**config.mk**
```make
export PLATFORM = sky130hd
export DESIGN_NAME = ccc_top
export DESIGN_NICKNAME = d
export VERILOG_FILES = /design/src/rtl/ccc_pkg.sv /design/src/rtl/ccc_timer.sv /design/src/rtl/ccc_hyst.sv /design/src/rtl/ccc_top.sv
export SDC_FILE = /design/constraint.sdc
export NUM_CORES = 1
export LEC_CHECK = 0
export ABC_AREA = 1
export BUFFER_PORTS_ARGS = -buffer_cell sky130_fd_sc_hd__buf_4
export CAP_MARGIN = 20
export CORE_MARGIN = 2
export CORE_UTILIZATION = 42
export CTS_BUF_LIST = sky130_fd_sc_hd__clkbuf_8
export CTS_CLUSTER_DIAMETER = 80
export DETAILED_ROUTE_END_ITERATION = 8
export GPL_TIMING_DRIVEN = 0
export PLACE_DENSITY_LB_ADDON = 0.2
export SLEW_MARGIN = 20
export SYNTH_ARGS = -nofsm -noshare
export SYNTH_HDL_FRONTEND = slang
export SYNTH_HIERARCHICAL = 1
export SYNTH_SLANG_ARGS = --single-unit
```
**constraint.sdc**
```tcl
create_clock -name SYS_CLK -period 6.85 [get_ports SYS_CLK]
set_input_delay 1.0275 -clock SYS_CLK [delete_from_list [all_inputs] [get_ports SYS_CLK]]
set_output_delay 1.0275 -clock SYS_CLK [all_outputs]
set_load 0.01 [all_outputs]
```
**src/rtl/ccc_pkg.sv**
```systemverilog
// Shared constants and types of the coil chopper control block
package ccc_pkg;

  // Register byte offsets
  localparam logic [7:0] ADDR_CONF = 8'h00; // Chopper configuration
  localparam logic [7:0] ADDR_STAT = 8'h04; // Live chopper status
  localparam logic [31:0] CONF_RESET = 32'h0000_0000; // Coils free-wheel

  // Configuration field positions
  localparam int F_OFF_TIME_SETTING = 0; // off_time_setting, 4 bits
  localparam int F_HYSTERESIS_START_OFFSET = 4; // hysteresis_start_offset, 3 bits
  localparam int F_HYSTERESIS_END_VALUE = 7; // hysteresis_end_value, 4 bits
  localparam int F_FD3 = 11; // fast_decay_high_bit
  localparam int F_DISFDCC = 12; // Fast decay ends by time only
  localparam int F_TBL = 13; // blank_time_select, 2 bits
  localparam int F_CHM = 15; // Chopper mode select
  localparam logic [31:0] CONF_MASK = 32'h0000_FFFF; // Writable bits

  // Status field positions
  localparam int S_STATE0 = 0; // Coil A phase, 5 bits
  localparam int S_STATE1 = 8; // Coil B phase, 5 bits
  localparam int S_THR0 = 16; // Coil A threshold offset, 6 bits
  localparam int S_THR1 = 24; // Coil B threshold offset, 6 bits

  // Phase timing in system clocks
  localparam logic [9:0] SLOW_BASE = 10'h018; // Slow decay base, 24
  localparam logic [9:0] SLOW_STEP = 10'h020; // Per off-time step, 32
  localparam logic [9:0] FAST_STEP = 10'h020; // Per fast-decay step, 32
  localparam logic [5:0] BLANK_0 = 6'h10; // 16 clocks
  localparam logic [5:0] BLANK_1 = 6'h18; // 24 clocks
  localparam logic [5:0] BLANK_2 = 6'h24; // 36 clocks
  localparam logic [5:0] BLANK_3 = 6'h36; // 54 clocks
  localparam logic [3:0] HYSTERESIS_DECREMENTER_LAST = 4'hF; // Step every 16 clocks
  localparam logic [5:0] HYSTERESIS_END_VALUE_BIAS = 6'h03; // End field minus three
  localparam logic [5:0] HYSTERESIS_START_OFFSET_BIAS = 6'h01; // Start field plus one

  // Drive codes toward the bridge
  localparam logic [1:0] DRV_FREE = 2'h0; // All transistors off
  localparam logic [1:0] DRV_ON = 2'h1; // Current rising
  localparam logic [1:0] DRV_FAST = 2'h2; // Fast decay
  localparam logic [1:0] DRV_SLOW = 2'h3; // Slow decay

  // Chopper phases, one-hot
  typedef enum logic [4:0] {
    ST_OFF = 5'h01,
    ST_ON = 5'h02,
    ST_SLOW1 = 5'h04,
    ST_FAST = 5'h08,
    ST_SLOW2 = 5'h10
  } ccc_state_t;

endpackage

```
**src/rtl/ccc_timer.sv**
```systemverilog
// Down counter used for phase durations and comparator blanking
`timescale 1ns/1ps
module ccc_timer #(
  parameter int W = 10 // Counter width
) (
  input wire logic clk, // System clock
  input wire logic rst, // Synchronous reset, active high
  input wire logic load, // Restart with load_val
  input wire logic [W-1:0] load_val, // Cycles minus one
  output logic done // Count has reached zero
);

  logic [W-1:0] cnt_q; // Remaining cycles
  logic [W-1:0] cnt_d; // Next remaining cycles

  // Reload or count down, stop at zero
  always_comb begin
    if (load) begin
      cnt_d = load_val;
    end else if (cnt_q != '0) begin
      cnt_d = cnt_q - W'(1);
    end else begin
      cnt_d = cnt_q;
    end
  end

  // Count register
  always_ff @(posedge clk) begin
    if (rst) begin
      cnt_q <= '0;
    end else begin
      cnt_q <= cnt_d;
    end
  end

  assign done = (cnt_q == '0);

endmodule

```
**src/rtl/ccc_hyst.sv**
```systemverilog
// Hysteresis decrementer for one coil
`timescale 1ns/1ps
module ccc_hyst (
  input wire logic clk, // System clock
  input wire logic rst, // Synchronous reset, active high
  input wire logic load, // New chopper cycle begins
  input wire logic [2:0] hysteresis_start_offset, // hysteresis_start_offset
  input wire logic [3:0] hysteresis_end_value, // hysteresis_end_value
  output logic signed [5:0] hyst // Active hysteresis
);

  logic signed [5:0] end_val; // Effective end value
  logic signed [5:0] start_val; // Effective start value
  logic signed [5:0] hyst_q; // Active hysteresis
  logic signed [5:0] hyst_d; // Next hysteresis
  logic [3:0] pre_q; // Clock prescaler
  logic [3:0] pre_d; // Next prescaler

  // Decode fields into signed end and start values
  always_comb begin
    end_val = $signed({2'b00, hysteresis_end_value} - ccc_pkg::HYSTERESIS_END_VALUE_BIAS);
    start_val = end_val + $signed({3'b000, hysteresis_start_offset}) +
      $signed(ccc_pkg::HYSTERESIS_START_OFFSET_BIAS);
  end

  // Reload at cycle start, step down every sixteen clocks
  always_comb begin
    pre_d = pre_q + 4'h1;
    hyst_d = hyst_q;
    if (load) begin
      pre_d = 4'h0;
      hyst_d = start_val;
    end else if (pre_q == ccc_pkg::HYSTERESIS_DECREMENTER_LAST) begin
      if (hyst_q > end_val) begin
        hyst_d = hyst_q - 6'sd1;
      end else begin
        hyst_d = end_val;
      end
    end
  end

  // Hysteresis and prescaler registers
  always_ff @(posedge clk) begin
    if (rst) begin
      pre_q <= 4'h0;
      hyst_q <= 6'sh00;
    end else begin
      pre_q <= pre_d;
      hyst_q <= hyst_d;
    end
  end

  assign hyst = hyst_q;

endmodule

```
**src/rtl/ccc_top.sv**
```systemverilog
// Two-coil cycle-by-cycle current chopper with AHB-Lite registers
//
// Our own choices: the placing of the registers and register access over AHB-Lite.
`timescale 1ns/1ps
module ccc_top (
  input wire logic SYS_CLK, // System clock, 125 MHz
  input wire logic RST, // Synchronous reset, active high
  input wire logic HSEL, // AHB slave select
  input wire logic [31:0] HADDR, // AHB address
  input wire logic [1:0] HTRANS, // AHB transfer type
  input wire logic HWRITE, // AHB write strobe
  input wire logic [2:0] HSIZE, // AHB transfer size
  input wire logic [31:0] HWDATA, // AHB write data
  input wire logic HREADY, // AHB bus ready
  output logic HREADYOUT, // AHB slave ready
  output logic [31:0] HRDATA, // AHB read data
  output logic HRESP, // AHB response, always OKAY
  input wire logic [1:0] COIL_CMP, // Comparator per coil
  input wire logic FULLSTEP_DC_ACTIVE, // Full-step speed control
  output logic [3:0] COIL_DRIVE, // Bridge drive code per coil
  output logic [11:0] COIL_THRESH // Threshold offset per coil
);

  // ------------------------------------------------------------
  // Bus slave state
  // ------------------------------------------------------------
  logic wr_pend_q; // Write data phase in progress
  logic wr_pend_d; // Next write pending
  logic [7:0] wr_addr_q; // Latched write offset
  logic [7:0] wr_addr_d; // Next write offset
  logic [31:0] rdata_q; // Read data register
  logic [31:0] rdata_d; // Next read data
  logic ready_q; // Ready output register
  logic resp_q; // Response output register
  logic [31:0] conf_q; // Configuration register
  logic [31:0] conf_d; // Next configuration
  logic addr_take; // Valid address phase this cycle
  logic [7:0] addr_off; // Word-aligned offset of this phase
  logic [31:0] conf_view; // Configuration with pending write

  // Live status from both coils
  logic [9:0] state_all; // Coil phase codes
  logic [11:0] thr_all; // Coil threshold offsets

  // Decoded configuration fields
  logic [3:0] off_time_setting; // off_time_setting
  logic [2:0] hysteresis_start_offset; // hysteresis_start_offset
  logic [3:0] hysteresis_end_value; // hysteresis_end_value
  logic fd3; // fast_decay_high_bit
  logic disfdcc; // Fast decay ends by time only
  logic [1:0] blank_time_select; // blank_time_select
  logic chm; // Chopper mode select bit
  logic classic; // Classic chopper in effect
  logic [3:0] fast_decay_time; // fast_decay_time
  logic [5:0] blank_m1; // Blank length minus one
  logic [9:0] slow_m1; // Slow decay length minus one
  logic [9:0] fast_m1; // Fast decay length minus one
  logic signed [5:0] offset; // Classic sine offset

  // Address phase qualifies only when selected and the bus is ready
  always_comb begin
    addr_take = HSEL & HREADY & HTRANS[1];
    addr_off = {HADDR[7:2], 2'b00};
  end

  // Configuration as seen by a read that follows a write directly
  always_comb begin
    conf_view = conf_q;
    if (wr_pend_q && wr_addr_q == ccc_pkg::ADDR_CONF) begin
      conf_view = HWDATA & ccc_pkg::CONF_MASK;
    end
  end

  // Next bus state: latch writes, prepare read data
  always_comb begin
    wr_pend_d = addr_take & HWRITE;
    wr_addr_d = wr_addr_q;
    rdata_d = rdata_q;
    conf_d = conf_q;
    if (addr_take) begin
      wr_addr_d = addr_off;
    end
    // Write data phase stores into the configuration register; other offsets ignore writes
    if (wr_pend_q && wr_addr_q == ccc_pkg::ADDR_CONF) begin
      conf_d = HWDATA & ccc_pkg::CONF_MASK;
    end
    // Read data is captured at the address phase edge
    if (addr_take && !HWRITE) begin
      case (addr_off)
        ccc_pkg::ADDR_CONF: begin
          rdata_d = conf_view;
        end
        ccc_pkg::ADDR_STAT: begin
          rdata_d = 32'h0000_0000;
          rdata_d[ccc_pkg::S_STATE0 +: 5] = state_all[4:0];
          rdata_d[ccc_pkg::S_STATE1 +: 5] = state_all[9:5];
          rdata_d[ccc_pkg::S_THR0 +: 6] = thr_all[5:0];
          rdata_d[ccc_pkg::S_THR1 +: 6] = thr_all[11:6];
        end
        default: begin
          rdata_d = 32'h0000_0000; // Unmapped reads as zero
        end
      endcase
    end
  end

  // Bus registers; zero wait states, always OKAY
  always_ff @(posedge SYS_CLK) begin
    if (RST) begin
      wr_pend_q <= 1'b0;
      wr_addr_q <= 8'h00;
      rdata_q <= 32'h0000_0000;
      conf_q <= ccc_pkg::CONF_RESET;
      ready_q <= 1'b0;
      resp_q <= 1'b0;
    end else begin
      wr_pend_q <= wr_pend_d;
      wr_addr_q <= wr_addr_d;
      rdata_q <= rdata_d;
      conf_q <= conf_d;
      ready_q <= 1'b1;
      resp_q <= 1'b0;
    end
  end

  assign HREADYOUT = ready_q;
  assign HRDATA = rdata_q;
  assign HRESP = resp_q;

  // ------------------------------------------------------------
  // Field decode shared by both coils
  // ------------------------------------------------------------
  always_comb begin
    off_time_setting = conf_q[ccc_pkg::F_OFF_TIME_SETTING +: 4];
    hysteresis_start_offset = conf_q[ccc_pkg::F_HYSTERESIS_START_OFFSET +: 3];
    hysteresis_end_value = conf_q[ccc_pkg::F_HYSTERESIS_END_VALUE +: 4];
    fd3 = conf_q[ccc_pkg::F_FD3];
    disfdcc = conf_q[ccc_pkg::F_DISFDCC];
    blank_time_select = conf_q[ccc_pkg::F_TBL +: 2];
    chm = conf_q[ccc_pkg::F_CHM];
    classic = chm | FULLSTEP_DC_ACTIVE;
    fast_decay_time = {fd3, hysteresis_start_offset};
    slow_m1 = ccc_pkg::SLOW_BASE + ccc_pkg::SLOW_STEP * {6'h00, off_time_setting}
      - 10'h001;
    fast_m1 = ccc_pkg::FAST_STEP * {6'h00, fast_decay_time} - 10'h001;
    offset = $signed({2'b00, hysteresis_end_value} - ccc_pkg::HYSTERESIS_END_VALUE_BIAS);
    case (blank_time_select)
      2'h0: blank_m1 = ccc_pkg::BLANK_0 - 6'h01;
      2'h1: blank_m1 = ccc_pkg::BLANK_1 - 6'h01;
      2'h2: blank_m1 = ccc_pkg::BLANK_2 - 6'h01;
      default: blank_m1 = ccc_pkg::BLANK_3 - 6'h01;
    endcase
  end

  // ------------------------------------------------------------
  // One independent chopper per coil
  // ------------------------------------------------------------
  for (genvar i = 0; i < 2; i++) begin : g_coil
    ccc_pkg::ccc_state_t state_q; // Current chopper phase
    ccc_pkg::ccc_state_t state_d; // Next chopper phase
    logic ph_load; // Restart phase timer
    logic [9:0] ph_val; // Phase length minus one
    logic ph_done; // Phase time expired
    logic bl_load; // Restart blanking
    logic bl_done; // Blanking over
    logic cmp_ok; // Comparator result is trusted
    logic cyc_start; // New chopper cycle
    logic signed [5:0] hyst; // Active hysteresis
    logic [1:0] drv_q; // Drive code register
    logic [1:0] drv_d; // Next drive code
    logic [5:0] thr_q; // Threshold offset register
    logic [5:0] thr_d; // Next threshold offset

    // Phase duration timer
    ccc_timer #(
      .W(10)
    ) u_phase (
      .clk(SYS_CLK),
      .rst(RST),
      .load(ph_load),
      .load_val(ph_val),
      .done(ph_done)
    );

    // Comparator blanking timer
    ccc_timer #(
      .W(6)
    ) u_blank (
      .clk(SYS_CLK),
      .rst(RST),
      .load(bl_load),
      .load_val(blank_m1),
      .done(bl_done)
    );

    // Hysteresis decrementer
    ccc_hyst u_hyst (
      .clk(SYS_CLK),
      .rst(RST),
      .load(cyc_start),
      .hysteresis_start_offset(hysteresis_start_offset),
      .hysteresis_end_value(hysteresis_end_value),
      .hyst(hyst)
    );

    // Phase sequencer
    always_comb begin
      state_d = state_q;
      ph_load = 1'b0;
      ph_val = slow_m1;
      bl_load = 1'b0;
      cyc_start = 1'b0;
      cmp_ok = bl_done & COIL_CMP[i];
      if (off_time_setting == 4'h0) begin
        state_d = ccc_pkg::ST_OFF;
      end else begin
        case (state_q)
          ccc_pkg::ST_OFF: begin
            state_d = ccc_pkg::ST_ON;
            bl_load = 1'b1;
            cyc_start = 1'b1;
          end
          ccc_pkg::ST_ON: begin
            // On ends only when the target current is reached
            if (cmp_ok) begin
              ph_load = 1'b1;
              if (classic && fast_decay_time != 4'h0) begin
                state_d = ccc_pkg::ST_FAST;
                ph_val = fast_m1;
                bl_load = 1'b1;
              end else begin
                state_d = ccc_pkg::ST_SLOW1;
              end
            end
          end
          ccc_pkg::ST_SLOW1: begin
            if (ph_done) begin
              bl_load = 1'b1;
              if (classic) begin
                state_d = ccc_pkg::ST_ON;
                cyc_start = 1'b1;
              end else begin
                state_d = ccc_pkg::ST_FAST;
              end
            end
          end
          ccc_pkg::ST_FAST: begin
            if (classic) begin
              // Timed end, or early end on comparator if enabled
              if (ph_done || (!disfdcc && cmp_ok)) begin
                state_d = ccc_pkg::ST_SLOW1;
                ph_load = 1'b1;
              end
            end else if (cmp_ok) begin
              state_d = ccc_pkg::ST_SLOW2;
              ph_load = 1'b1;
            end
          end
          ccc_pkg::ST_SLOW2: begin
            if (ph_done) begin
              state_d = ccc_pkg::ST_ON;
              bl_load = 1'b1;
              cyc_start = 1'b1;
            end
          end
          default: begin
            state_d = ccc_pkg::ST_OFF;
          end
        endcase
      end
    end

    // Drive code and threshold offset toward the bridge
    always_comb begin
      case (state_d)
        ccc_pkg::ST_ON: drv_d = ccc_pkg::DRV_ON;
        ccc_pkg::ST_FAST: drv_d = ccc_pkg::DRV_FAST;
        ccc_pkg::ST_SLOW1: drv_d = ccc_pkg::DRV_SLOW;
        ccc_pkg::ST_SLOW2: drv_d = ccc_pkg::DRV_SLOW;
        default: drv_d = ccc_pkg::DRV_FREE;
      endcase
      thr_d = classic ? offset : hyst;
    end

    // Sequencer and output registers
    always_ff @(posedge SYS_CLK) begin
      if (RST) begin
        state_q <= ccc_pkg::ST_OFF;
        drv_q <= ccc_pkg::DRV_FREE;
        thr_q <= 6'h00;
      end else begin
        state_q <= state_d;
        drv_q <= drv_d;
        thr_q <= thr_d;
      end
    end

    assign COIL_DRIVE[i*2 +: 2] = drv_q;
    assign COIL_THRESH[i*6 +: 6] = thr_q;
    assign state_all[i*5 +: 5] = state_q;
    assign thr_all[i*6 +: 6] = thr_q;
  end

endmodule

```
After elaboration in Yosys (flattened, before gate mapping) --
Index checks and enable logic that the tools add are counted. W data, S select, Z words.
Storage, ports and cells: input port bits 77, word-level logic and storage cells 171, register bits 150, output and inout bits 50
Cells by class: bitwise logic cells 6, order comparisons 2, equality and inequality tests 23, reduce and logical (&&, ||, !) cells 34, mux-type cells 73, add/sub/neg operators 14
Operators with widths (count):
- $mux W10 | 11
- $mux W6 | 12
- $mux W5 | 14
- $pmux W32 S2 | 1
- $pmux W5 S5 | 2
- $mux W32 | 1
- $sub A10 B1 Y10 const B | 3
- $mux W1 | 21
- $eq A5 B2 Y1 const B | 4
- $eq A5 B3 Y1 const B | 4
- $eq A5 B4 Y1 const B | 4
- $eq A5 B5 Y1 const B | 4
- $logic_not A10 Y1 | 2
- $reduce_bool A10 Y1 | 2
- $pmux W6 S3 | 1
- $logic_not A8 Y1 | 2
- $gt A6 B6 Y1 | 2
- $logic_not A6 Y1 | 2
- $pmux W1 S3 | 4
- $pmux W2 S3 | 2
- $reduce_bool A2 Y1 | 6
- $reduce_bool A6 Y1 | 2
- $reduce_or A2 Y1 | 6
- $sub A6 B1 Y6 const B | 2
- other kinds (22) | 38

Logic depth before layout (Yosys ltp) --
Gate-level depths: netlist of the first run.
word-level depth 11, depth in mapped cells 17, gate-level depth less buffers 16

Modules after synthesis --
Netlist of the first run, hierarchy kept.
Modules (own cells, without submodules):
- ccc_top | cells an instance 619, seq. area each 1961.9 µm², instances 1, area an instance 4324.1 µm²
- ccc_timer at g_coil[0].u_phase ... | cells an instance 122, seq. area each 200.2 µm², instances 2, area an instance 716.9 µm²
- ccc_hyst at g_coil[1].u_hyst | cells an instance 150, seq. area each 200.2 µm², instances 1, area an instance 985.9 µm²
- ccc_hyst at g_coil[0].u_hyst | cells an instance 148, seq. area each 200.2 µm², instances 1, area an instance 982.2 µm²
- ccc_timer at g_coil[0].u_blank ... | cells an instance 61, seq. area each 120.1 µm², instances 2, area an instance 402.9 µm²

Worst setup path before layout of the first run --
No wires, ideal clock.
path type register -> register, from reg g_coil[1].u_phase.cnt_q[0], to reg g_coil[1].u_hyst.hyst_q[4], setup time 0.122 ns, period minus slack after synthesis 2.577 ns, arrival time 2.456 ns, path slack 4.273 ns, data required time 6.728 ns, path buffers 0, cell stages (with the launch flop) 17, cell sequence dfxtp_1 -> inv_1 -> ha_1 -> nand2_1 -> nor2_1 -> nand2_1 -> nor3_1 -> inv_1 -> nor2_1 -> nand2_1 -> a31oi_1 -> inv_2 -> nand2_1 -> inv_2 -> or2_1 -> inv_1 -> a21oi_2
Between the ends: cells in the longest elaborated chain, start to end 5, elaborated cells between the ends (all ways) 7, those cells by class mux: 5; reduce/logical: 2
RTL lines:
- start: declaration | line ccc_timer.sv:13 | logic [W-1:0] cnt_q;
- start signal: assignment | line ccc_timer.sv:32 | cnt_q <= cnt_d;
- $logic_not A10 Y1 * | line ccc_timer.sv:36 | assign done = (cnt_q == '0);
- via g_coil[1].ph_done | line ccc_top.sv:163 | logic ph_done;
- $mux W1 (on tied branches) | line ccc_top.sv:260, ccc_top.sv:237
- $pmux W1 S3 * | line ccc_top.sv:217 | case (state_q)
- $mux W1 * | line ccc_top.sv:214 | if (off_time_setting == 4'h0) begin
- via g_coil[1].cyc_start | line ccc_top.sv:167 | logic cyc_start;
- $mux W6 or $reduce_bool A2 Y1 (tied branches)
- end signal: assignment | line ccc_hyst.sv:49 | hyst_q <= hyst_d;
- end: declaration | line ccc_hyst.sv:14 | logic signed [5:0] hyst_q;
The timed path passes the listed nets; every way through them passes the cells marked *. A chain may end at the register's enable or synchronous reset.

Worst setup path after layout of the first run --
Same ends and word-level chain as after synthesis.

==> results of run 1 <==
layout make-up:
class	instances	area share, %
clock inverters	13	1.81
inverters	147	5.57
well taps	270	3.40
multi-input cells	961	48.5
clock buffers	18	2.49
plain buffers	36	2.04
repair buffers	79	5.97
flip-flops and latches	150	30.2
metal layers:
layer / track usage [%] / up-vias / share of wire [%]
met4: 7.09 / 0 / 2.3
met2: 37.9 / 147 / 48
met1: 28.8 / 3783 / 47
met3: 3.44 / 37 / 3.5
li1: - / 4321 / -
met5: 0 / - / 0
critical path, stage by stage (launching register included):
cell and delay (ps):
dfxtp_1 330, inv_1 110, ha_1 290, nand2_1 90, nor2_1 140, nand2_1 100
nor3_1 550, inv_1 120, nor2_1 140, nand2_1 80, a31oi_1 550, inv_2 200
nand2_1 280, inv_2 110, or2_1 230, inv_1 70, a21oi_2 50
power by group through the flow:
stage	registers (mW)	clock network (mW)	logic, mW
floorplan	1.05	0	0.704
global placement	1.07	0	0.865
detailed placement	1.07	0	0.876
CTS	1.05	0.768	0.879
global route	1.06	0.807	1.02
finish	1.05	0.752	0.876
how the worst min path moves through the flow:
stage                                                       to                                 start
final                                    conf_q[27]$_SDFF_PP0_                 conf_q[27]$_SDFF_PP0_
after floorplan           g_coil[0].u_hyst/pre_q[0]$_SDFF_PP0_  g_coil[0].u_hyst/pre_q[0]$_SDFF_PP0_
after global placement                   conf_q[27]$_SDFF_PP0_                 conf_q[27]$_SDFF_PP0_
after global routing                     conf_q[16]$_SDFF_PP0_                 conf_q[16]$_SDFF_PP0_
after detailed placement                 conf_q[16]$_SDFF_PP0_                 conf_q[16]$_SDFF_PP0_
after CTS                                conf_q[16]$_SDFF_PP0_                 conf_q[16]$_SDFF_PP0_
flip-flops by register name, indices dropped and copies added (netlist names):
name                  cells
g_coil.u_blank/cnt_q     12
wr_pend_q                 1
HRDATA                   32
conf_q                   32
g_coil.thr_q             12
g_coil.u_hyst/pre_q       8
g_coil.u_hyst/hyst       12
g_coil.drv_q              4
g_coil.state_q           10
g_coil.u_phase/cnt_q     20
HREADYOUT                 1
wr_addr_q                 6
per-stage QoR:
| stage | utilization, % | instances | worst slack [ps] | area (um^2) |
|---|---|---|---|---|
| after floorplan | - | 1294 | 4270 | 8570 |
| after global placement | 47.3 | 1643 | 3390 | 9500 |
| after detailed placement | 47.3 | 1643 | 3430 | 9500 |
| after CTS | 49.4 | 1674 | 3400 | 9930 |
| after global routing | 49.4 | 1674 | 2960 | 9930 |
| final | 49.4 | 1674 | 3320 | 9930 |
logic make-up (layout without fill, tap and decap cells):
kind of cell | after synthesis | in the layout | share of synthesized area (%)
xor+xnor | 13 | 13 | 1.33
fa+ha+maj | 32 | 32 | 4.87
compound gates | 171 | 171 | 10.6
simple gates | 732 | 732 | 39.1
flops | 150 | 150 | 35.2
buf+inv | 183 | 293 | 8.86
other cells | 2 | 13 | 0.0880
cells in the mapped netlist, types with 3 or more instances:
master	instances	share of area, %
and3_1	4	0.29
buf_4	5	0.44
or2_2	7	0.51
nand3_1	107	6.3
buf_2	9	0.53
nand3_2	10	1.2
nand4_1	23	1.7
o21ai_1	19	1.1
a31oi_1	4	0.29
nor2_4	11	1.5
inv_2	16	0.70
nor2_2	12	0.88
a21oi_2	6	0.62
inv_1	127	5.6
ha_1	30	4.4
xor2_1	8	0.82
clkbuf_1	17	0.75
o21bai_1	3	0.26
o211ai_1	3	0.26
xnor2_1	5	0.51
a21oi_1	86	5.0
nand2_1	382	17
dfxtp_1	150	35
buf_6	5	0.66
clkinv_1	3	0.13
nand2_2	19	1.4
nand3_4	4	0.82
nor2_1	135	5.9
o21ai_0	48	2.8
and2_1	3	0.22
nor3_1	7	0.41
==> impl_metrics.tcl, run 1 <==
set metrics [dict create \
    hold_viol 0 \
    die_area_um2 21500 \
    status "completed" \
    reg2reg_slack_ps 3320 \
    p_sw_share_pct 36.7 \
    finalSetupViolCount 0 \
    hp-class "reg -> reg" \
    synth_warnings 6 \
    slew_viol_final 0 \
    cts_tree "done" \
    endpoint "g_coil[1].u_hyst/hyst[4]$_SDFFE_PP0P_" \
    cts-buffers-inserted 17 \
    std_cell_rows 52 \
    syn_area_per_cell_um2 6.65 \
    grt_max_degree 30 \
    fin_setup_tns_ps 0 \
    cts-resized-gates 0 \
    fin_crit_sh_pct 51.5 \
    hold_depth 2 \
    routed_wl_um 23100 \
    first_global_vias 7742 \
    yosysSeqAreaShare_pct 35.2 \
    layout_commonest_cell "nand2_1" \
    ff2ff_path_depth 16 \
    path_clk_slew_ps 90 \
    finalPower_mw 2.67 \
    gr-total-overflow 0 \
    htreeDepth 4 \
    irDropWorstVdd_mv 0.130 \
    rsz0062_at_grt "false" \
    dieHeight_um 147 \
    netlist_area_um2 8530 \
    place_congestion 0.862 \
    power_frac_comb_pct 32.8 \
    crit_type "reg -> reg" \
    layout-drive-gt1-share_pct 15.6 \
    leakage_nw 4.85 \
    grtUsageTotal_pct 22.2 \
    clock.fmax_mhz 283 \
    drc_errors 0 \
    worstMarginPinSlew_ps 786 \
    ant_nets 0 \
    finalCriticalPeriod_ps 3530 \
    die_w_um 147 \
    synth_edf_count 0 \
    synth_async_sr_flop_share_pct 0 \
    seqPwrFrac_pct 39.1 \
    num_vias 8288 \
    clkPwrFrac_pct 28.1 \
    register_area_um2 3000 \
    wire_per_inst_um 13.8 \
    fin_hold_ws_ps 442 \
    relSlewSlack_pct 47.2 \
    r2r-end "g_coil[1].u_hyst/hyst[4]$_SDFFE_PP0P_" \
    max-cap-violations 0 \
    cp-start-kind "flop" \
    num_io_pins 127 \
    syn_to_final_growth_pct 16.4 \
    via_per_inst 4.95 \
    ctsHoldBuffers 0 \
    multi_input_area_um2 4810 \
    cts.sinks 150 \
    clockBufferDepth 2 \
    most-common-layout-cells "nand2_1, dfxtp_1, nor2_1" \
    crit_fanout 9 \
    nNetsFinal 1501 \
    cts-root-buf "clkbuf_8" \
    rr_startpoint "g_coil[1].u_phase/cnt_q[0]$_SDFFE_PP0P_" \
    critPathLaunch "g_coil[1].u_phase/cnt_q[0]$_SDFFE_PP0P_" \
    worstPathRequired_ps 7210 \
    dp_hpwl_um 17600 \
    p_int_mw 1.69 \
    io_buffers 79 \
    grt_pass1_wl_um 38400 \
    diodes 0 \
    p_per_area_nw_per_um2 269 \
    nFillCells 2105 \
    antenna_found_initial 0 \
    drtPass1Iterations 5 \
    clkLatencyLatePin_ps 470 \
    synth-seq-cells 150 \
    synth_flop_cell "dfxtp_1" \
    core_um2 20100 \
    skew_ps 8.41 \
    p_sw_mw 0.983 \
    crit_path_end_kind "flop" \
    cp.arrival_ps 3890 \
    post_cts_buffers 0 \
    drt-initial-drc-count 487 \
    synth.distinct_cells 43 \
    syn_inst 1283 \
    initial_core_util_pct 42.4 \
]
(Power assumes the default switching activity.)
==> run 2, diff against run 1 <==
--- a/config.mk
+++ b/config.mk
@@ -5,7 +5,7 @@
 export SDC_FILE = /design/constraint.sdc
 export NUM_CORES = 1
 export LEC_CHECK = 0
-export ABC_AREA = 1
+export ABC_AREA = 0
 export BUFFER_PORTS_ARGS = -buffer_cell sky130_fd_sc_hd__buf_4
 export CAP_MARGIN = 20
 export CORE_MARGIN = 2
==> constraint.sdc (replaced) <==
create_clock -name SYS_CLK -period 3.3 [get_ports SYS_CLK]
set_input_delay 0.495 -clock SYS_CLK [delete_from_list [all_inputs] [get_ports SYS_CLK]]
set_output_delay 0.495 -clock SYS_CLK [all_outputs]
set_load 0.01 [all_outputs]
==> run 2 against run 1 <==
Net effect: fmax rose by 14%; register-to-register slack got worse by 3100 ps; highest routed layer unchanged; sequential share of layout area grew 1.7 points; non-clock buffer count grew 16; flip-flop and latch count unchanged; critical path depth down 6; cell count is 25% lower; worst setup slack lost 3100 ps; core utilization increased by 0.91 points; global-route usage down 0.33 points; first-iteration DRC count fell by 3.7%.
==> impl_metrics.tcl, run 2 <==
set metrics [dict create \
    max-cap-violations 0 \
    path_clk_slew_ps 100 \
    hp-class "in -> reg" \
    layout_commonest_cell "dfxtp_1" \
    synth_async_sr_flop_share_pct 0 \
    htreeDepth 4 \
    antenna_found_initial 0 \
    nFillCells 1772 \
    place_congestion 0.913 \
    synth.most_common_cell "dfxtp_1" \
    finalSetupViolCount 0 \
    num_io_pins 127 \
    final_cell_area_um2 9410 \
    reg2reg_slack_ps 200 \
    status "completed" \
    irDropWorstVdd_mv 0.259 \
    hold_viol 0 \
    ant_nets 0 \
    worstMarginPinSlew_ps 974 \
    cp_common_cell "ha_1" \
    drt-initial-drc-count 469 \
    layout-drive-gt1-share_pct 17.0 \
    clock.fmax_mhz 322 \
    cts_tree "done" \
    placed_cell_area_um2 8920 \
    crit_path_end_kind "flop" \
    cts-root-buf "clkbuf_8" \
    die_area_um2 20200 \
    syn_inst 906 \
    routed_wl_um 21600 \
    rr_startpoint "conf_q[7]$_SDFF_PP0_" \
    synth-seq-cells 150 \
    num_vias 7050 \
    grt_pass1_wl_um 35000 \
    synth_flop_cell "dfxtp_1" \
    std_cell_rows 50 \
    synth.distinct_cells 76 \
    grt_use_met2_pct 36.8 \
    synth_area_leaders "dfxtp_1, ha_1, mux2i_1" \
    skew_ps 17.9 \
    cp.arrival_ps 3480 \
    synth_common_cells "dfxtp_1, nor2_1, a21oi_1" \
    finalPower_mw 5.53 \
    crit_path_top_delay_cell "dfxtp_1" \
    synthDominantCellAreaShare_pct 37.5 \
    core_um2 18700 \
    clockBufferDepth 2 \
    r2r-end "g_coil[0].u_hyst/hyst[3]$_SDFFE_PP0P_" \
    crit_type "reg -> reg" \
    yosysSeqAreaShare_pct 37.5 \
    ff2ff_path_depth 10 \
    busiest_layer "met2" \
    cp-start-kind "flop" \
    grtUsageTotal_pct 21.9 \
    dieHeight_um 142 \
    grt_max_degree 20 \
    finalCriticalPeriod_ps 3100 \
    use_met1_pct 28.0 \
    first_global_vias 6750 \
    fin_crit_sh_pct 94.0 \
    diodes 0 \
    endpoint "g_coil[0].u_hyst/hyst[3]$_SDFFE_PP0P_" \
    critPathLaunch "conf_q[7]$_SDFF_PP0_" \
    clkLatencyLatePin_ps 470 \
    via_per_inst 5.58 \
    worstPathRequired_ps 3680 \
    yosys.area.top_type "dfxtp_1" \
    crit_fanout 12 \
    drtPass1Iterations 5 \
    synth_edf_count 0 \
    syn_area_per_cell_um2 8.83 \
    use_met3_pct 4.95 \
    netlist_area_um2 8000 \
    gr-total-overflow 0 \
    initial_core_util_pct 42.8 \
    synth_warnings 6 \
    dp_hpwl_um 15800 \
    nNetsFinal 1125 \
    cts.sinks 150 \
    slew_viol_final 0 \
    io_buffers 79 \
    die_w_um 142 \
    p_per_area_nw_per_um2 587 \
    most-common-layout-cells "dfxtp_1, buf_4, nor2_1" \
    wire_per_inst_um 17.1 \
    cts-buffers-inserted 17 \
    leakage_nw 3.84 \
    path_cells "ha_1 > nor3_1 > inv_1 > ha_1 > nand2_1 > nor2_1 > a31o_2 > a21oi_4 > mux2_2 > a221oi_2" \
    rsz0062_at_grt "true" \
    slowest_delay_ps 490 \
    relSlewSlack_pct 34.8 \
    drc_errors 0 \
    syn_to_final_growth_pct 17.7 \
]
## run 2: changes by cell type after synthesis, sizes merged, moves of 22 or more
cell    previous run  this run
o21ai             67        21
nand2            401        61
mux2i              0        32
inv              143        41
a21oi             92        66
nand4             26         3
nand3            121        34
nor3               7        37
nor2             158        72
clkbuf            17        41
o22ai              0        22
## run 2: stage by stage
stage	hold WS, ps	TNS [ps]	worst slack (ps)	utilization (%)	cells
after CTS	265	0	46.8	50.2	1263
final	278	0	198	50.3	1263
after floorplan	432	0	100	-	917
after global placement	453	-8670	-685	47.7	1230
after global routing	269	-31.4	-15.8	50.3	1263
after detailed placement	453	-7670	-645	47.7	1230
## run 2: kinds of logic after synthesis
logic type / synth area share [%]
AND/OR/NAND/NOR: 24.5
AO/OA/AOI/OAI: 18.9
flip-flops: 37.5
buffers and inverters: 4.69
XOR/XNOR: 4.62
multiplexers: 4.43
adder cells (fa/ha/maj): 5.19
other: 0.0939
## run 2: metal layers
layer | routed length [um] | vias up | share of wire (%)
li1 | - | 3511 | -
met1 | 9760 | 3364 | 45
met2 | 10400 | 144 | 48
met3 | 995 | 31 | 4.6
met4 | 442 | 0 | 2.1
met5 | 0 | - | 0
## run 2: power by group
group | switching (mW) | internal [mW]
logic | 0.916 | 0.843
clock network | 0.861 | 0.660
registers | 0.243 | 2.00
total | 2.02 | 3.51
## run 2: area by class of cell
| cell class | instances | area [um^2] | share of cell area (%) |
|---|---|---|---|
| clock inverter | 15 | 208 | 2.21 |
| tap | 234 | 293 | 3.11 |
| clock buffer | 17 | 234 | 2.49 |
| buffer | 50 | 228 | 2.42 |
| timing repair buffer | 81 | 608 | 6.46 |
| multi-input combinational | 675 | 4680 | 49.8 |
| sequential | 150 | 3000 | 31.9 |
| inverter | 41 | 154 | 1.64 |
## run 2: critical path, delay by kind of cell, from the launching register on
family	cells	cell delay, ps
buf+inv	1	170
simple gates	3	560
compound gates	3	740
mux	1	390
fa+ha+maj	2	670
flops	1	490
## run 2: how the worst min path moves through the flow
stage	from	cells past startpoint	to	slack [ps]
after detailed placement	conf_q[27]$_SDFF_PP0_	2	HRDATA[27]$_SDFFE_PP0P_	450
after floorplan	g_coil[0].u_hyst/pre_q[0]$_SDFF_PP0_	1	g_coil[0].u_hyst/pre_q[0]$_SDFF_PP0_	430
final	HWDATA[15]	3	conf_q[15]$_SDFF_PP0_	280
after CTS	HWDATA[15]	3	conf_q[15]$_SDFF_PP0_	270
after global routing	HADDR[6]	3	wr_addr_q[6]$_SDFFE_PP0P_	270
after global placement	g_coil[1].u_hyst/pre_q[0]$_SDFF_PP0_	1	g_coil[1].u_hyst/pre_q[0]$_SDFF_PP0_	450
## run 2: repair_timing
action | CTS | global route
pin swaps | 2 | 1
hold buffers | 0 | 0
gates resized for setup | 4 | 14
setup buffers | 2 | 0
endpoints found under the setup margin | 28 | 38
==> run 3, diff against run 2 <==
--- a/config.mk
+++ b/config.mk
@@ -8,13 +8,13 @@
 export ABC_AREA = 0
 export BUFFER_PORTS_ARGS = -buffer_cell sky130_fd_sc_hd__buf_4
 export CAP_MARGIN = 20
-export CORE_MARGIN = 2
 export CORE_UTILIZATION = 42
 export CTS_BUF_LIST = sky130_fd_sc_hd__clkbuf_8
 export CTS_CLUSTER_DIAMETER = 80
 export DETAILED_ROUTE_END_ITERATION = 8
 export GPL_TIMING_DRIVEN = 0
 export PLACE_DENSITY_LB_ADDON = 0.2
+export SETUP_SLACK_MARGIN = 0.2
 export SLEW_MARGIN = 20
 export SYNTH_ARGS = -nofsm -noshare
 export SYNTH_HDL_FRONTEND = slang
==> constraint.sdc (replaced) <==
create_clock -name SYS_CLK -period 3.6 [get_ports SYS_CLK]
set_input_delay 0.54 -clock SYS_CLK [delete_from_list [all_inputs] [get_ports SYS_CLK]]
set_output_delay 0.54 -clock SYS_CLK [all_outputs]
set_load 0.01 [all_outputs]
==> run 3 against run 2 <==
Net effect: hold slack better by 37 ps; routed wire length grew 1.6%; non-clock buffer count grew 3; total power shrank 9.2%; cell area down 0.20%; via count down 0.13%; sequential share of layout area is 0.064 points higher; fmax down 4.0%; critical path depth is 2 higher; first-iteration DRC count shrank 4.9%; critical path type unchanged; critical endpoint is now g_coil[0].u_hyst/hyst[0]$_SDFFE_PP0P_; largest cell class unchanged.
==> impl_metrics.tcl, run 3 (synthesis gave the netlist of run 2 again) <==
set metrics [dict create \
    nFillCells 1802 \
    die_w_um 140 \
    clkLatencyLatePin_ps 480 \
    layout_commonest_cell "dfxtp_1" \
    htreeDepth 4 \
    irDropWorstVdd_mv 0.265 \
    path_clk_slew_ps 100 \
    crit_fanout 10 \
    reg2reg_slack_ps 370 \
    crit_path_top_delay_cell "or4b_4" \
    initial_core_util_pct 42.8 \
    register_area_um2 3000 \
    cp-start-kind "flop" \
    finalSetupViolCount 0 \
    hold_viol 0 \
    dieHeight_um 140 \
    ctsHoldBuffers 0 \
    ant_nets 0 \
    layout-drive-gt1-share_pct 17.1 \
    fin_hold_ws_ps 315 \
    wire_per_inst_um 17.3 \
    hp-class "in -> reg" \
    worstPathRequired_ps 4000 \
    drt-initial-drc-count 446 \
    multi_input_area_um2 4670 \
    worstMarginPinSlew_ps 924 \
    clock.fmax_mhz 310 \
    cp.arrival_ps 3630 \
    first_global_vias 6668 \
    core_um2 18700 \
    status "completed" \
    slew_viol_final 0 \
    max-cap-violations 0 \
    num_io_pins 127 \
    p_per_area_nw_per_um2 534 \
    fin_setup_tns_ps 0 \
    cp_common_cell "inv_1" \
    fin_crit_sh_pct 89.7 \
    relSlewSlack_pct 38.2 \
    num_vias 7041 \
    diodes 0 \
    rsz0062_at_grt "false" \
    r2r-end "g_coil[0].u_hyst/hyst[0]$_SDFFE_PP0P_" \
    place_congestion 0.863 \
    via_per_inst 5.56 \
    path_buf_inv 3 \
    drc_errors 0 \
    cts-buffers-inserted 17 \
    rr_startpoint "g_coil[0].u_phase/cnt_q[0]$_SDFFE_PP0P_" \
    slowest_delay_ps 550 \
    grtUsageTotal_pct 22.8 \
    crit_path_end_kind "flop" \
    setup_slack_ps 369 \
    leakage_nw 3.83 \
    std_cell_rows 50 \
    cp_top_family "simple AND/OR/NAND/NOR gates" \
    crit_type "reg -> reg" \
    cts_tree "done" \
    dp_hpwl_um 16000 \
    cp.depth 12 \
    most-common-layout-cells "dfxtp_1, buf_4, nor2_1" \
    dp_slack_ps -342 \
    grt_max_degree 20 \
    cts-root-buf "clkbuf_8" \
    syn_to_final_growth_pct 17.4 \
    die_area_um2 19600 \
    routed_wl_um 21900 \
    clockBufferDepth 2 \
    gr-total-overflow 0 \
    drtPass1Iterations 5 \
    nNetsFinal 1128 \
    skew_ps 14.9 \
    finalCriticalPeriod_ps 3230 \
    antenna_found_initial 0 \
    endpoint "g_coil[0].u_hyst/hyst[0]$_SDFFE_PP0P_" \
    ff2ff_path_depth 12 \
    critPathLaunch "g_coil[0].u_phase/cnt_q[0]$_SDFFE_PP0P_" \
    cts.sinks 150 \
    grt_pass1_wl_um 35100 \
    path_cells "inv_1 > ha_1 > or4b_4 > nor3_4 > inv_1 > or4_1 > o21ai_2 > and2_1 > clkbuf_4 > a31oi_1 > or3_1 > o22ai_1" \
    io_buffers 79 \
]
==> run 3: cell types whose count changed in the layout (fill, tap and decap cells not counted), sizes merged <==
cell,previous run,this run
buf,92,93
inv,48,49
clkbuf,56,58
bufinv,1,0
==> run 3: through the flow <==
stage          cells  area (um^2)  power, mW  util (%)
2_1_floorplan    917         8040       3.32         -
3_5_place_dp    1230         8920       3.66      47.7
5_1_grt         1266         9390       5.32      50.2
3_3_place_gp    1230         8920       3.64      47.7
6_report        1266         9390       5.02      50.2
4_1_cts         1265         9370       5.04      50.1
==> run 3: final cells by class <==
| type | count | share of cell area, % |
|---|---|---|
| plain buffers | 51 | 2.48 |
| clock buffers | 17 | 2.49 |
| clock inverters | 15 | 1.92 |
| inverters | 41 | 1.64 |
| multi-input cells | 675 | 49.8 |
| flip-flops and latches | 150 | 32.0 |
| well taps | 234 | 3.12 |
| repair buffers | 83 | 6.63 |
==> run 3: worst min-delay path, cell delays in order <==
cell     delay (ps)
buf_4            80
mux2i_1          70
nor2_1           80
==> run 3: what timing repair did <==
action                     CTS  global route
setup endpoints to repair   27            29
pin swaps                    2             2
buffers inserted             3             1
gates resized for setup      3            13
==> run 3: power by group <==
group	internal [mW]	leakage, nW	switching (mW)	total [mW]
combinational	0.781	2.41	0.843	1.62
clock	0.532	0.208	0.799	1.33
sequential	1.84	1.22	0.226	2.06
total	3.15	3.83	1.87	5.02
==> run 3: how the worst min path moves through the flow <==
| stage | from | end | slack [ps] | depth (start not counted) |
|---|---|---|---|---|
| global route | HADDR[5] | wr_addr_q[5]$_SDFFE_PP0P_ | 310 | 3 |
| detailed placement | g_coil[0].u_hyst/pre_q[0]$_SDFF_PP0_ | g_coil[0].u_hyst/pre_q[0]$_SDFF_PP0_ | 450 | 1 |
| CTS | HADDR[4] | wr_addr_q[4]$_SDFFE_PP0P_ | 300 | 3 |
| finish | HWDATA[0] | conf_q[0]$_SDFF_PP0_ | 320 | 3 |
| floorplan | g_coil[0].u_hyst/pre_q[0]$_SDFF_PP0_ | g_coil[0].u_hyst/pre_q[0]$_SDFF_PP0_ | 430 | 1 |
| global placement | g_coil[0].u_hyst/pre_q[0]$_SDFF_PP0_ | g_coil[0].u_hyst/pre_q[0]$_SDFF_PP0_ | 450 | 1 |
==> run 3: routing by layer <==
| metal | part of all wire [%] | vias up | GRT usage (%) |
|---|---|---|---|
| met3 | 4.1 | 22 | 4.14 |
| met1 | 47 | 3352 | 30.9 |
| li1 | - | 3525 | - |
| met2 | 47 | 142 | 37.0 |
| met4 | 1.4 | 0 | 6.59 |
| met5 | 0 | - | 0 |
